--- src/include/mpc_defines.svh ---
/*
 * Register map, field positions, reset values and carrier constants
 * for the motor PWM compare and conduction block.
 * Assumes byte addresses on a 32-bit classic Wishbone port.
 */
`ifndef MPC_DEFINES_SVH
`define MPC_DEFINES_SVH

// ****************************************
// Register byte offsets
// ****************************************
`define MPC_ADR_CMP_V      8'h00
`define MPC_ADR_CMP_W      8'h04
`define MPC_ADR_COND       8'h08
`define MPC_ADR_OUTSET     8'h0C
`define MPC_ADR_STATUS     8'h10

// ****************************************
// Field positions and masks
// ****************************************
`define MPC_COND_MASK      32'h0000073F
`define MPC_OUTSET_MASK    32'h0000030F
`define MPC_COND_SEL_LSB   8
`define MPC_OS_TRIG_LSB    8
`define MPC_OS_POLH_BIT    3
`define MPC_OS_POLL_BIT    2
`define MPC_OS_CSYNC_LSB   0

// ****************************************
// Reset values and carrier points
// ****************************************
`define MPC_RST_WORD       32'h00000000
`define MPC_RST_HALF       16'h0000
`define MPC_CNT_BOTTOM     16'h0001

`endif

--- src/include/mpc_pkg.sv ---
/*
 * Types shared by the compare stage and the conduction top.
 * Assumes nothing beyond a SystemVerilog compiler.
 */
package mpc_pkg;

    typedef logic [15:0] mpc_word_t;

    // Carrier-sync point select
    typedef enum logic [1:0] {
        MPC_CS_IMM  = 2'b00,
        MPC_CS_BOT  = 2'b01,
        MPC_CS_PEAK = 2'b10,
        MPC_CS_BOTH = 2'b11
    } mpc_csync_t;

    // Trigger-sync source select
    typedef enum logic [1:0] {
        MPC_TS_NONE = 2'b00,
        MPC_TS_ENC  = 2'b01,
        MPC_TS_TMR  = 2'b10,
        MPC_TS_RSVD = 2'b11
    } mpc_trig_t;

endpackage

--- src/core/mpc_cmp_stage.sv ---
/*
 * One double-buffered phase compare register and its comparator.
 * Assumes the carrier counter and period come from the carrier logic.
 */
`timescale 1ns/1ps
`default_nettype none
`include "mpc_defines.svh"

module mpc_cmp_stage (
    // Clock and reset
    input  wire logic              clk,
    input  wire logic              rst_n,
    // Bus side
    input  wire logic              wr_en,
    input  wire logic [1:0]        wr_be,
    input  wire mpc_pkg::mpc_word_t wr_data,
    // Carrier side
    input  wire logic              load,
    input  wire mpc_pkg::mpc_word_t cnt,
    input  wire mpc_pkg::mpc_word_t prd,
    // Results
    output mpc_pkg::mpc_word_t     first_q,
    output logic                   active_q
);
    import mpc_pkg::*;

    mpc_word_t second_q;
    wire       over_prd;
    wire       active_d;

    assign over_prd = (second_q > prd);
    // counter below compare; width scales with counter step rate
    assign active_d = over_prd || (cnt < second_q);

    always_ff @(posedge clk or negedge rst_n) begin
        if (!rst_n) begin
            first_q <= `MPC_RST_HALF;
        end else if (wr_en) begin
            if (wr_be[0]) first_q[7:0] <= wr_data[7:0];
            if (wr_be[1]) first_q[15:8] <= wr_data[15:8];
        end
    end

    always_ff @(posedge clk or negedge rst_n) begin
        if (!rst_n) begin
            second_q <= `MPC_RST_HALF;
            active_q <= 1'b0;
        end else begin
            if (load) second_q <= first_q;
            active_q <= active_d;
        end
    end
endmodule
`default_nettype wire

--- src/core/mpc_top.sv ---
/*
 * V/W phase compare stage plus conduction control output stage.
 * Assumes carrier counter, period, unit enable, carrier shape and the
 * compare load strobe come from the carrier logic on the same clock;
 * interrupt triggers are one-cycle pulses on that clock.
 */
`timescale 1ns/1ps
`default_nettype none
`include "mpc_defines.svh"

// Operation
// - V and W compare hold 16 bits, upper half reads zero.
// - Compare above carrier period gives full duty on that phase.
// - Comparator uses the second-stage compare buffer against the counter.
// - Pulse width is compare value times counter step of 1, 2, 4 or 8 clocks.
// - Compare reads return the last bus-written first stage.
// - Six outputs follow double-buffered conduction control and output setting.
// - Per phase select bit picks PWM or fixed level from conduction bits.
// - Bit 3 sets upper outputs active low at 0, high at 1.
// - Bit 2 sets lower outputs active low at 0, high at 1.
// - Bits 9-8 pick trigger: none, encoder, timer; 11 reserved.
// - Bits 1-0 pick transfer point: immediate, bottom, peak, both.
// - With both syncs set, transfer at first point after each trigger.
// - Carrier sync 11 with trigger transfers at whichever point comes first.
// - Sawtooth carrier makes any nonzero carrier sync transfer at peak.
// - Unit disabled makes conduction transfer immediate.
// - Disabling the unit clears a pending trigger.
// - PWM mode: 00/11 PWM both, 01 upper low, 10 lower low.
module mpc_top (
    // Clock and reset
    input  wire logic               clk,
    input  wire logic               rst_n,
    // Wishbone slave
    input  wire logic               wb_cyc_i,
    input  wire logic               wb_stb_i,
    input  wire logic               wb_we_i,
    input  wire logic [7:0]         wb_adr_i,
    input  wire logic [3:0]         wb_sel_i,
    input  wire logic [31:0]        wb_dat_i,
    output logic                    wb_ack_o,
    output logic [31:0]             wb_dat_o,
    // Carrier logic
    input  wire mpc_pkg::mpc_word_t carrier_cnt,
    input  wire mpc_pkg::mpc_word_t carrier_prd,
    input  wire logic               carrier_tri,
    input  wire logic               unit_enable,
    input  wire logic               cmp_load,
    input  wire logic               u_pwm_active,
    // Trigger sources
    input  wire logic               encoder_interrupt,
    input  wire logic               timer_interrupt,
    // Phase outputs
    output logic                    upper_out_a,
    output logic                    upper_out_b,
    output logic                    upper_out_c,
    output logic                    lower_out_a,
    output logic                    lower_out_b,
    output logic                    lower_out_c
);
    import mpc_pkg::*;

    // ****************************************
    // Bus slave
    // ****************************************
    logic        ack_q;
    logic [31:0] rdat_q;
    wire         bus_req;
    wire         bus_wr;
    wire  [31:0] rdat_d;

    // Ack one cycle after the request, write lands on the ack edge
    assign bus_req = wb_cyc_i && wb_stb_i;
    assign bus_wr  = bus_req && wb_we_i && ack_q;

    function automatic logic hit(input logic [7:0] a, input logic [7:0] ofs);
        hit = (a[7:2] == ofs[7:2]);
    endfunction

    function automatic logic [31:0] merge(input logic [31:0] old, input logic [31:0] nw,
                                          input logic [3:0] be, input logic [31:0] mask);
        logic [31:0] m;
        m = {{8{be[3]}}, {8{be[2]}}, {8{be[1]}}, {8{be[0]}}};
        merge = ((old & ~m) | (nw & m)) & mask;
    endfunction

    always_ff @(posedge clk or negedge rst_n) begin
        if (!rst_n) begin
            ack_q  <= 1'b0;
            rdat_q <= `MPC_RST_WORD;
        end else begin
            ack_q  <= bus_req && !ack_q;
            rdat_q <= (bus_req && !ack_q) ? rdat_d : rdat_q;
        end
    end

    assign wb_ack_o = ack_q;
    assign wb_dat_o = rdat_q;

    // ****************************************
    // Compare stages
    // ****************************************
    wire        wr_cmp_v;
    wire        wr_cmp_w;
    mpc_word_t  cmp_v_first;
    mpc_word_t  cmp_w_first;
    logic       v_active;
    logic       w_active;

    assign wr_cmp_v = bus_wr && hit(wb_adr_i, `MPC_ADR_CMP_V);
    assign wr_cmp_w = bus_wr && hit(wb_adr_i, `MPC_ADR_CMP_W);

    mpc_cmp_stage u_cmp_v (
        .clk      (clk),
        .rst_n    (rst_n),
        .wr_en    (wr_cmp_v),
        .wr_be    (wb_sel_i[1:0]),
        .wr_data  (wb_dat_i[15:0]),
        .load     (cmp_load || !unit_enable),
        .cnt      (carrier_cnt),
        .prd      (carrier_prd),
        .first_q  (cmp_v_first),
        .active_q (v_active)
    );

    mpc_cmp_stage u_cmp_w (
        .clk      (clk),
        .rst_n    (rst_n),
        .wr_en    (wr_cmp_w),
        .wr_be    (wb_sel_i[1:0]),
        .wr_data  (wb_dat_i[15:0]),
        .load     (cmp_load || !unit_enable),
        .cnt      (carrier_cnt),
        .prd      (carrier_prd),
        .first_q  (cmp_w_first),
        .active_q (w_active)
    );

    // ****************************************
    // Conduction and output setting registers
    // ****************************************
    logic [31:0] cond_buf_q;
    logic [31:0] cond_act_q;
    logic [31:0] outset_q;
    wire  [31:0] cond_buf_d;
    wire         wr_cond;
    wire         wr_outset;

    assign wr_cond    = bus_wr && hit(wb_adr_i, `MPC_ADR_COND);
    assign wr_outset  = bus_wr && hit(wb_adr_i, `MPC_ADR_OUTSET);
    assign cond_buf_d = wr_cond ? merge(cond_buf_q, wb_dat_i, wb_sel_i, `MPC_COND_MASK) : cond_buf_q;

    always_ff @(posedge clk or negedge rst_n) begin
        if (!rst_n) begin
            cond_buf_q <= `MPC_RST_WORD;
            outset_q   <= `MPC_RST_WORD;
        end else begin
            cond_buf_q <= cond_buf_d;
            if (wr_outset) outset_q <= merge(outset_q, wb_dat_i, wb_sel_i, `MPC_OUTSET_MASK);
        end
    end

    // ****************************************
    // Transfer timing
    // ****************************************
    mpc_csync_t csync;
    mpc_trig_t  tsel;
    mpc_word_t  cnt_prev_q;
    logic       pend_q;
    wire        cnt_moved;
    wire        peak_hit;
    wire        bot_hit;
    wire        point_hit;
    wire        trig_hit;
    wire        trig_on;
    wire        xfer;

    assign tsel = mpc_trig_t'(outset_q[`MPC_OS_TRIG_LSB +: 2]);
    assign csync = mpc_csync_t'(outset_q[`MPC_OS_CSYNC_LSB +: 2]);

    // Points fire once per counter step, a held count would repeat them
    assign cnt_moved = (carrier_cnt != cnt_prev_q);
    assign peak_hit  = cnt_moved && (carrier_cnt == carrier_prd);
    assign bot_hit   = cnt_moved && (carrier_cnt == `MPC_CNT_BOTTOM);

    assign point_hit = !carrier_tri ? peak_hit :
                       (csync == MPC_CS_BOT)  ? bot_hit :
                       (csync == MPC_CS_PEAK) ? peak_hit :
                       (peak_hit || bot_hit);

    // Reserved trigger code behaves as no trigger
    assign trig_on  = (tsel == MPC_TS_ENC) || (tsel == MPC_TS_TMR);
    assign trig_hit = ((tsel == MPC_TS_ENC) && encoder_interrupt) ||
                      ((tsel == MPC_TS_TMR) && timer_interrupt);

    // disabled is immediate; pending trigger waits for point
    assign xfer = !unit_enable ? 1'b1 :
                  (!trig_on && csync == MPC_CS_IMM) ? 1'b1 :
                  (!trig_on) ? point_hit :
                  (csync == MPC_CS_IMM) ? trig_hit :
                  (pend_q && point_hit);

    // disable clears pending; a new trigger wins over the consume
    always_ff @(posedge clk or negedge rst_n) begin
        if (!rst_n) begin
            pend_q <= 1'b0;
        end else if (!unit_enable || !trig_on || csync == MPC_CS_IMM) begin
            pend_q <= 1'b0;
        end else if (trig_hit) begin
            pend_q <= 1'b1;
        end else if (point_hit) begin
            pend_q <= 1'b0;
        end
    end

    always_ff @(posedge clk or negedge rst_n) begin
        if (!rst_n) begin
            cnt_prev_q <= `MPC_RST_HALF;
            cond_act_q <= `MPC_RST_WORD;
        end else begin
            cnt_prev_q <= carrier_cnt;
            if (xfer) cond_act_q <= cond_buf_d;
        end
    end

    // ****************************************
    // Read mux
    // ****************************************
    wire [31:0] status_w;

    assign status_w = {18'h0, w_active, v_active, pend_q, cond_act_q[10:0]};

    // first stage read; upper half zero
    assign rdat_d = hit(wb_adr_i, `MPC_ADR_CMP_V)  ? {16'h0, cmp_v_first} :
                    hit(wb_adr_i, `MPC_ADR_CMP_W)  ? {16'h0, cmp_w_first} :
                    hit(wb_adr_i, `MPC_ADR_COND)   ? cond_buf_q :
                    hit(wb_adr_i, `MPC_ADR_OUTSET) ? outset_q :
                    hit(wb_adr_i, `MPC_ADR_STATUS) ? status_w : `MPC_RST_WORD;

    // ****************************************
    // Output stage
    // ****************************************
    wire [2:0] pwm_p;
    wire [2:0] up_lvl;
    wire [2:0] lo_lvl;
    logic [2:0] up_q;
    logic [2:0] lo_q;
    wire       pol_up;
    wire       pol_lo;

    assign pwm_p  = {w_active, v_active, u_pwm_active};
    assign pol_up = outset_q[`MPC_OS_POLH_BIT];
    assign pol_lo = outset_q[`MPC_OS_POLL_BIT];

    genvar g;
    generate
        for (g = 0; g < 3; g = g + 1) begin : g_phase
            wire       sel_pwm;
            wire [1:0] oc;
            assign sel_pwm = cond_act_q[`MPC_COND_SEL_LSB + g];
            assign oc      = cond_act_q[2*g +: 2];
            // fixed level; pwm shaping, lower is complement
            assign up_lvl[g] = !sel_pwm ? oc[1] : (oc == 2'b01) ? 1'b0 : pwm_p[g];
            assign lo_lvl[g] = !sel_pwm ? oc[0] : (oc == 2'b10) ? 1'b0 : !pwm_p[g];
        end
    endgenerate

    always_ff @(posedge clk or negedge rst_n) begin
        if (!rst_n) begin
            up_q <= 3'h0;
            lo_q <= 3'h0;
        end else begin
            up_q <= up_lvl ^ {3{!pol_up}};
            lo_q <= lo_lvl ^ {3{!pol_lo}};
        end
    end

    assign upper_out_a = up_q[0];
    assign upper_out_b = up_q[1];
    assign upper_out_c = up_q[2];
    assign lower_out_a = lo_q[0];
    assign lower_out_b = lo_q[1];
    assign lower_out_c = lo_q[2];
endmodule
`default_nettype wire

--- config.mk ---
export PLATFORM = sky130hd
export DESIGN_NAME = mpc_top
export DESIGN_NICKNAME = d
export VERILOG_FILES = /design/src/include/mpc_pkg.sv /design/src/core/mpc_cmp_stage.sv /design/src/core/mpc_top.sv
export VERILOG_INCLUDE_DIRS = /design/src /design/src/include
export SDC_FILE = /design/constraint.sdc
export NUM_CORES = 1
export LEC_CHECK = 0
export BUFFER_PORTS_ARGS = -buffer_cell sky130_fd_sc_hd__buf_2
export CAP_MARGIN = 30
export CORE_ASPECT_RATIO = 1.2
export CORE_MARGIN = 5
export CORE_UTILIZATION = 35
export CTS_CLUSTER_SIZE = 40
export DETAILED_ROUTE_END_ITERATION = 12
export SLEW_MARGIN = 30
export SYNTH_ARGS = -nofsm -noshare
export SYNTH_HDL_FRONTEND = slang
export SYNTH_SLANG_ARGS = --single-unit
--- constraint.sdc ---
create_clock -name clk -period 1.8 [get_ports clk]
set_input_delay 0.09 -clock clk [delete_from_list [all_inputs] [get_ports clk]]
set_output_delay 0.09 -clock clk [all_outputs]
set_load 0.02 [all_outputs]
==> metrics, run 1 <==
number of cell rows 58; Synth Warn # 0; RD Place Congestion 0.862; flops & latches, synth 134; asr flop ratio synth 100%; CTS tree built; Post-synth EDFFs 0; Post-Synth Simple-Gate Area 8.72%; CP startpoint kind flop; Synth area leader dfrtp_1; WS Path Type reg2reg; clock latency on the worst-skew pair 420 ps; vias in the first global route 5833; mux share of post-synthesis cell area 13.9%; Fmax 519 MHz; Die W 143 µm; fin crit share 107%; pwr/cell area 783 nW/µm²; average routed wire per standard cell 17.3 µm; maximum vdd drop 0.000491 V; Routed Wire Length 20300 µm; n_diodes 0; CTS Sinks 134; global route overflow 0; failing checks setup timing; Clk pin slew, worst setup/hold paths 60 ps; Tot Pwr 7.84 mW; first-pass GRT wire length 31400 µm; Port-buffer cells 89; initial antenna violation count 0; Final Hold Fails 0; Least-Margin Pin Slew 512 ps; Compound-Gate Fraction of Synth Area 11.1%; skew final 8.69 ps; gr usage total 16.7%; crit path time final 1930 ps; Syn Inst Count 681; io pins 126; worst setup margin -127 ps; headroom to the max-slew limit 65.9%; CP endpoint kind flop; Initial DRT Pass Iterations 4; Detail Placement HPWL 15600 µm; Critical Path Fanout Max 5; Final nets 1043; main combinational cell family by area after synthesis multiplexers; Initial Util 35.5%; XOR/XNOR Fraction of Synth Area 4.48%; setup total negative slack -1280 ps; Post-route DRC 0; DR vias 5810; WP data required 2100 ps; Area Overhead vs Synth 34.7%; Die H 170 µm; Min-Delay Path Class in2reg; worst path arrival time 2230 ps; Root Driver clkbuf_16; status finished with violations; max-slew violations 0; static leakage 4.96 nW; Synth top area share 45.1%; Core Region 21000 µm²; pre-CTS setup slack -312 ps; post-synthesis adder-cell area fraction 10.8%; Top FF cell, synth dfrtp_1; pin count of the biggest net entering global routing 51; Setup violations, final 11; sequential area share after synthesis 45.1%; RSZ-0062 raised after global routing true; Final ANT Viol Nets 0; Max Buffers Root-to-Sink 2; Synth Cell Area 7440 µm²; largest cells by area after synthesis dfrtp_1 45%, mux2_2 13%, ha_1 11%, inv_1 3.3%, a21oi_1 2.6%; die area 24300 µm²; CTS HTree Levels 4; worst hold margin 68.7 ps; Syn Area/Cell 10.9 µm²; layout cell share with drive strength beyond 1 36.4%; unique cell type count in the Yosys netlist 50; TritonCTS Buffers 17; drt first-iter violations 224; Max Cap Viol 0; via/cell ratio 4.94
==> worst paths after layout <==
kind / start / endpoint / slack, ps / cells after the start
max in group asynchronous: rst_n / u_cmp_w.second_q[0] / 960 / 3
min in group asynchronous: rst_n / cnt_prev_q[2] / 200 / 2
hold reg to reg: wb_dat_o[14] / wb_dat_o[14] / 480 / 2
setup reg to reg: flop / cond_act_q[7] / -130 / 9
setup / recovery: flop / cond_act_q[7] / -130 / 9
hold / removal: carrier_cnt[0] / cnt_prev_q[0] / 70 / 3
==> worst max-delay path: stages, from the launching register on <==
cell and delay, ps:
dfrtp_1 380, inv_1 80, ha_1 160, a22oi_2 90, a21oi_1 140, nor2_1 70, a211oi_2 220, buf_4 190
clkbuf_16 160, mux2_2 320
==> cells by family after synthesis <==
logic type	after synthesis
compound gates	129
buf+inv	98
simple gates	124
flops	134
mux	93
other cells	1
xor+xnor	38
fa+ha+maj	64
==> cell type report <==
cell class              instances  area (µm²)
repair buffers                210        1560
clock inverters                11         194
fillers                      1951       11000
multi-input cells             464        3860
inverters                      65         244
well taps                     270         338
flip-flops and latches        134        3360
clock buffers                  21         470
==> flip-flops by register name, summed over array words and instances (netlist names), named ones only <==
signal	count
cnt_prev_q	16
u_cmp_v.first_q	16
u_cmp_v.second_q	16
u_cmp_w.first_q	16
u_cmp_w.second_q	16
wb_dat_o	16
cond_act_q	11
cond_buf_q	11
lo_q	3
up_q	3
pend_q	1
u_cmp_v.active_q	1
u_cmp_w.active_q	1
wb_ack_o	1
==> where the power goes <==
part | switching [mW] | internal (mW) | leakage [nW]
Combinational | 0.465 | 0.379 | 2.84
Sequential | 0.0351 | 3.06 | 1.80
Clock | 1.33 | 2.58 | 0.324
==> what timing repair did <==
action                     in CTS  in global routing
buffers inserted                0                  5
hold buffers                   33                  0
setup endpoints to repair      13                 13
gates resized for setup         8                 32
hold endpoints to repair      108                  0
pin swaps                       2                 16
cloned                          0                  1
==> cell usage in the layout, fill, tap and decap left out, types with 3 or more instances in the layout <==
cell             n
a211oi_2         3
a21o_1          16
a21oi_1         35
a21oi_2          3
a222oi_1         5
buf_12           7
buf_2           88
buf_4           78
buf_6            3
bufinv_16        5
clkbuf_16       18
clkbuf_8         3
conb_1          16
dfrtp_1        132
dlygate4sd3_1   33
ha_1            62
inv_1           63
mux2_2          84
mux2i_1          9
nand2_1         30
nand2b_1        11
nand3_1          4
nand4_1         18
nor2_1          28
nor2_2           3
nor2b_1          3
nor3_1           4
nor4_1           4
nor4_2           3
o21a_1           6
o21ai_0         27
o21ai_2          5
o22a_1           6
o31ai_1          9
xnor2_1         19
xor2_1          18
==> layer usage <==
metal  wire length, µm  global-route usage (%)  vias to the layer above
li1                  -                       -                     2812
met1              9290                    22.7                     2837
met2              9670                    27.4                      133
met3               876                    3.18                       28
met4               445                    4.63                        0
met5                 0                       0                        -
==> Yosys cell counts, drive strengths merged (11+ instances only) <==
cell / instances
ha: 64
xor2: 19
xnor2: 19
nand4: 18
o21ai: 33
buf: 24
nand2: 31
a21o: 16
nor2: 32
nand2b: 11
inv: 65
mux2: 84
a21oi: 38
dfrtp: 134
==> stage by stage <==
stage	instances	cell area, µm²	util [%]
after floorplan	696	7490	-
after global placement	1104	8790	41.9
after detailed placement	1104	8790	41.9
after CTS	1169	9810	46.8
after global routing	1175	10000	47.8
final	1175	10000	47.8
Note: power is estimated with default switching activity, not from simulation.
==> run 2, diff against run 1 <==
- SYNTH_HIERARCHICAL: not set -> 1
- clock period: 1.8 -> 2.5 ns (I/O delays scaled with it)
==> metrics, run 2 <==
CP startpoint kind primary input; placed cell area 8160 µm² (-7.2%); headroom to the max-slew limit 44.6% (-21 points); die area 24100 µm² (-0.64%); crit path time final 2410 ps; global route overflow 0 (unchanged); Internal 3.91 mW (-35%); Syn Inst Count 704 (+3.4%); CTS HTree Levels 4 (unchanged); WP data required 2810 ps (+710 ps); Initial Util 35.3% (-0.12 points); post-CTS sizing 0 (-8); Critical Path Fanout Max 8 (+3); flops & latches, synth 134 (unchanged); number of cell rows 58 (unchanged); asr flop ratio synth 100% (unchanged); Die H 169 µm (-0.32%); R2R setup slack 310 ps (+440 ps); Final ANT Viol Nets 0 (unchanged); combinational fraction of design power 9.4% (-1.4 points); most frequent cells in the layout 134 x dfrtp_1, 88 x buf_2, 74 x inv_1, 67 x nand2_1, 64 x ha_1; n_diodes 0 (unchanged); Synth Warn # 6 (+6); initial antenna violation count 0 (unchanged); top-count cell post-synth dfrtp_1; status finished clean; Clk pin slew, worst setup/hold paths 60 ps (about the same); Core Region 20900 µm² (-0.35%); Top FF cell, synth dfrtp_1; RD Place Congestion 0.825 (-4.3%); Max Buffers Root-to-Sink 2 (unchanged); Port-buffer cells 89 (unchanged); Post-synth EDFFs 0 (unchanged); Final Hold Fails 0 (unchanged); layout cell share with drive strength beyond 1 22.8% (-14 points); max-slew violations 0 (unchanged); P_sw 1.28 mW (-30%); vias in the first global route 5739 (-1.6%); Layout Utilization 43.5% (-4.3 points); CTS tree built; pwr/cell area 570 nW/µm² (-27%); fin crit share 96.4%; DR vias 5618 (-3.3%); Synth area leader dfrtp_1; TritonCTS Buffers 17 (unchanged); drt first-iter violations 280 (+25%); Syn Area/Cell 10.5 µm² (-3.9%); Sw Share 24.6% (+1.3 points); synth cell count leaders 134 x dfrtp_1, 74 x inv_1, 67 x nand2_1; Max Cap Viol 0 (unchanged); unique cell type count in the Yosys netlist 56 (+12%); CTS Sinks 134 (unchanged); Synth top area share 45.4% (+0.31 points); pin count of the biggest net entering global routing 82 (+61%); first-pass GRT wire length 30600 µm (-2.5%); Final nets 996 (-4.5%); commonest non-fill, non-tap cell in the layout dfrtp_1; via/cell ratio 4.98 (+0.81%); Fmax 415 MHz; fill cell count 2002 (+2.6%); RSZ-0062 raised after global routing false; Post-route DRC 0 (unchanged); maximum vdd drop 0.000474 V (-3.6%); clock latency on the worst-skew pair 430 ps (about the same); sequential area share after synthesis 45.4% (+0.31 points); largest cells by area after synthesis dfrtp_1 45%, ha_1 11%, mux2_2 5.0%, inv_1 3.8%, nand2_1 3.4%; CP endpoint kind flop; final instance area 9080 µm² (-9.3%); Min-Delay Path Class in2reg; Initial DRT Pass Iterations 5 (+1); worst path arrival time 2720 ps (+490 ps); Least-Margin Pin Slew 831 ps (+319 ps); WS Path Type in2reg; multi-input logic area 3600 µm² (-6.6%); io pins 126 (unchanged); Detail Placement HPWL 14600 µm (-6.6%); gr usage total 16.4% (-0.29 points); static leakage 4.40 nW (-11%); worst hold margin 10.3 ps (-58.4 ps); Seq pwr share 42.9% (+3.4 points); skew final 6.79 ps (-1.89 ps); Area Overhead vs Synth 23.0%; Synth Cell Area 7380 µm² (-0.69%); Finished Layout Cells 1127 (-4.1%); Seq. cell area 3350 µm² (about the same); Root Driver clkbuf_16; Die W 143 µm (-0.32%); Cells after DPL 1061 (-3.9%); setup total negative slack 0 ps (+1280 ps); clock network power share 47.7% (-2.1 points); Setup violations, final 0 (-11); average routed wire per standard cell 17.2 µm (-0.23%); Routed Wire Length 19400 µm (-4.3%)
==> run 2: changes by cell type after synthesis, sizes merged, moves of 8 or more <==
| cell | change |
|---|---|
| a21o | -10 |
| a22oi | +8 |
| inv | +10 |
| mux2 | -26 |
| mux2i | -9 |
| nand2 | +37 |
| nor2 | -16 |
| o21ai | +42 |
==> run 2: cell type report <==
| cell class | instances | area share (%) |
|---|---|---|
| Multi-Input combinational cell | 477 | 39.7 |
| Sequential cell | 134 | 36.9 |
| Timing Repair Buffer | 140 | 10.2 |
| Clock buffer | 19 | 4.99 |
| Tap cell | 270 | 3.72 |
| Inverter | 75 | 3.10 |
| Clock inverter | 12 | 1.42 |
==> run 2: worst paths after layout <==
path | endpoint | from | cells past startpoint
worst max-delay path | cond_act_q[4] | carrier_cnt[6] | 9
worst min-delay path | cnt_prev_q[7] | carrier_cnt[7] | 2
worst max register to register | cond_act_q[4] | flop | 7
worst min register to register | wb_dat_o[15] | wb_dat_o[15] | 2
max in group asynchronous | u_cmp_v/first_q[2] | rst_n | 3
min in group asynchronous | wb_dat_o[9] | rst_n | 2
==> run 2: cell families (layout without fill, tap and decap cells) <==
group / Yosys count / after routing / share of synthesized area (%)
buffers and inverters: 108 / 246 / 6.59
AOI/OAI and AO/OA: 159 / 159 / 13.4
xor gates and xnor gates: 38 / 38 / 4.51
other: 1 / 16 / 0.0508
DFF: 134 / 134 / 45.4
muxes: 58 / 58 / 9.35
adders and majority gates: 64 / 64 / 10.8
and+or+nand+nor: 142 / 142 / 9.88
==> run 2: critical path, cell delays in order <==
cell and delay [ps]:
dlygate4sd3_1 530, buf_2 140, xnor2_1 280, nand4_1 130, or4_1 560, o21ai_2 250
a2bb2oi_4 230, buf_12 170, mux2_4 300
==> run 2: per-stage QoR <==
stage | power [mW] | setup WS [ps]
CTS | 5.23 | 54.5
global placement | 2.70 | 192
finish | 5.18 | 89.5
floorplan | 2.49 | 565
global route | 5.39 | 36.1
detailed placement | 2.71 | 184
==> run 2: routing by layer <==
layer	vias to the layer above	routed length, µm	GRT usage [%]
li1	2739	-	-
met3	24	1080	3.70
met5	-	0	0
met2	164	8990	26.0
met4	0	320	5.21
met1	2691	9010	22.5
==> run 2: repair_timing <==
action                     4_1_cts  5_1_grt
setup endpoints to repair        0        8
hold endpoints to repair       138        0
hold buffers                    32        0
setup buffers                    0        3
==> run 2: power groups by stage <==
| stage | clock [mW] | sequential, mW | combinational [mW] |
|---|---|---|---|
| after floorplan | 0 | 2.26 | 0.231 |
| after global placement | 0 | 2.26 | 0.442 |
| after detailed placement | 0 | 2.26 | 0.446 |
| after CTS | 2.52 | 2.22 | 0.489 |
| after global routing | 2.62 | 2.22 | 0.541 |
| final | 2.47 | 2.22 | 0.486 |
==> run 3, diff against run 2 <==
- CTS_BUF_LIST: not set -> sky130_fd_sc_hd__clkbuf_16
==> metrics, run 3 (synthesized netlist as in run 2, its figures left out) <==
status finished clean; static leakage 4.39 nW (-0.26%); Setup violations, final 0 (unchanged); met3 usage 3.70% (unchanged); io pins 126 (unchanged); Initial Util 35.3% (unchanged); pwr/cell area 564 nW/µm² (-1.0%); Sw Share 24.9% (+0.25 points); max-slew violations 0 (unchanged); n_diodes 0 (unchanged); headroom to the max-slew limit 44.0% (-0.64 points); die area 24100 µm² (unchanged); Routed Wire Length 19400 µm (about the same); average routed wire per standard cell 17.2 µm (about the same); GR Util met2 26.0% (about the same); Min-Delay Path Class in2reg; initial antenna violation count 0 (unchanged); Root Driver clkbuf_16; clock network power share 47.1% (-0.6 points); Most Crowded Layer GR met2; global route overflow 0 (unchanged); RSZ-0062 raised after global routing false; Die H 169 µm (unchanged); CTS tree built; combinational fraction of design power 9.5% (about the same); CP Launch Point carrier_cnt[6]; Detail Placement HPWL 14600 µm (unchanged); M1 GR Usage 22.4% (-0.036 points); CTS HTree Levels 4 (unchanged); CP endpoint kind flop; Max Cap Viol 0 (unchanged); Least-Margin Pin Slew 840 ps (+9.61 ps); Final nets 996 (unchanged); drt first-iter violations 272 (-2.9%); RD Place Congestion 0.825 (unchanged); CP startpoint kind primary input; Max Buffers Root-to-Sink 2 (unchanged); post-CTS sizing 0 (unchanged); commonest non-fill, non-tap cell in the layout dfrtp_1; P_sw 1.27 mW (-0.24%); Final Hold Fails 0 (unchanged); Core Region 20900 µm² (unchanged); Seq pwr share 43.4% (+0.5 points); DR vias 5589 (-0.52%); Post-route DRC 0 (unchanged); pin count of the biggest net entering global routing 82 (unchanged); layout cell share with drive strength beyond 1 22.5% (-0.23 points); skew final 11.1 ps (+4.29 ps); crit path time final 2430 ps (+16.9 ps); Initial DRT Pass Iterations 5 (unchanged); first-pass GRT wire length 30500 µm (-0.14%); worst path arrival time 2740 ps (+20 ps); Critical Path Fanout Max 8 (unchanged); Area Overhead vs Synth 22.8%; Layout Utilization 43.4% (-0.096 points); Fmax 412 MHz (-0.70%); Clk pin slew, worst setup/hold paths 60 ps (about the same); Tot Pwr 5.12 mW (-1.3%); Hold Crit Start carrier_cnt[7]; TritonCTS Buffers 17 (unchanged); Port-buffer cells 89 (unchanged); WP data required 2810 ps (about the same); fin crit share 97.1% (+0.68 points); via/cell ratio 4.96 (-0.52%); Internal 3.84 mW (-1.6%); vias in the first global route 5744 (+0.087%); gr usage total 16.4% (about the same); Die W 143 µm (unchanged); WS Path Type in2reg; CTS Sinks 134 (unchanged); Final ANT Viol Nets 0 (unchanged); number of cell rows 58 (unchanged); clock latency on the worst-skew pair 430 ps (about the same); most frequent cells in the layout 134 x dfrtp_1, 88 x buf_2, 74 x inv_1, 67 x nand2_1, 64 x ha_1; maximum vdd drop 0.000474 V (+0.11%); setup total negative slack 0 ps (unchanged)
## run 3: cell types whose count changed in the layout (fill, tap and decap cells not counted)
| cell | delta |
|---|---|
| clkbuf_8 | -2 |
| clkinv_1 | +2 |
## run 3: worst max-delay path: stages
cell and delay [ps]:
dlygate4sd3_1 530, buf_2 140, xnor2_1 280, nand4_1 130
or4_1 570, o21ai_2 250, a2bb2oi_4 230, buf_12 170
mux2_4 300
## run 3: power groups by stage
stage          clock network (mW)  logic, mW  registers, mW
2_1_floorplan                   0      0.231           2.26
3_5_place_dp                    0      0.446           2.26
6_report                     2.41      0.485           2.22
3_3_place_gp                    0      0.442           2.26
4_1_cts                      2.46      0.489           2.22
5_1_grt                      2.56      0.541           2.22
## run 3: path summary, 6_finish.rpt
kind	end	depth (start not counted)	slack, ps
setup / recovery	cond_act_q[4]	9	70
hold / removal	cnt_prev_q[7]	2	10
setup reg to reg	cond_act_q[4]	7	290
hold reg to reg	wb_dat_o[15]	2	480
max in group asynchronous	u_cmp_w/first_q[1]	3	1380
min in group asynchronous	u_cmp_w/first_q[15]	2	310
## run 3: metal layers
layer	routed length, µm	part of all wire [%]	vias to the layer above
met5	0	0	-
met4	267	1.4	0
met3	1240	6.4	17
met2	9050	47	164
met1	8840	46	2673
li1	-	-	2735
## run 3: timing repair
| action | in CTS | in global routing |
|---|---|---|
| hold buffers | 32 | 0 |
| setup buffers | 0 | 3 |
| hold endpoints to repair | 137 | 0 |
| setup endpoints to repair | 0 | 8 |
## run 3: area by class of cell
type	instances	area, µm²
clock inverters	14	136
inverters	75	282
well taps	270	338
multi-input cells	477	3600
fillers	2007	11800
flip-flops and latches	134	3350
clock buffers	17	425
repair buffers	140	927
## run 3: per-stage QoR
| step | instance area, µm² | cells | hold WS [ps] | setup WS [ps] |
|---|---|---|---|---|
| finish | 9060 | 1127 | 10.4 | 72.6 |
| global route | 9060 | 1127 | 15.7 | 34.3 |
| global placement | 8160 | 1061 | 235 | 192 |
| floorplan | 7440 | 719 | -171 | 565 |
| CTS | 9040 | 1124 | 2.02 | 54.5 |
| detailed placement | 8160 | 1061 | 231 | 184 |
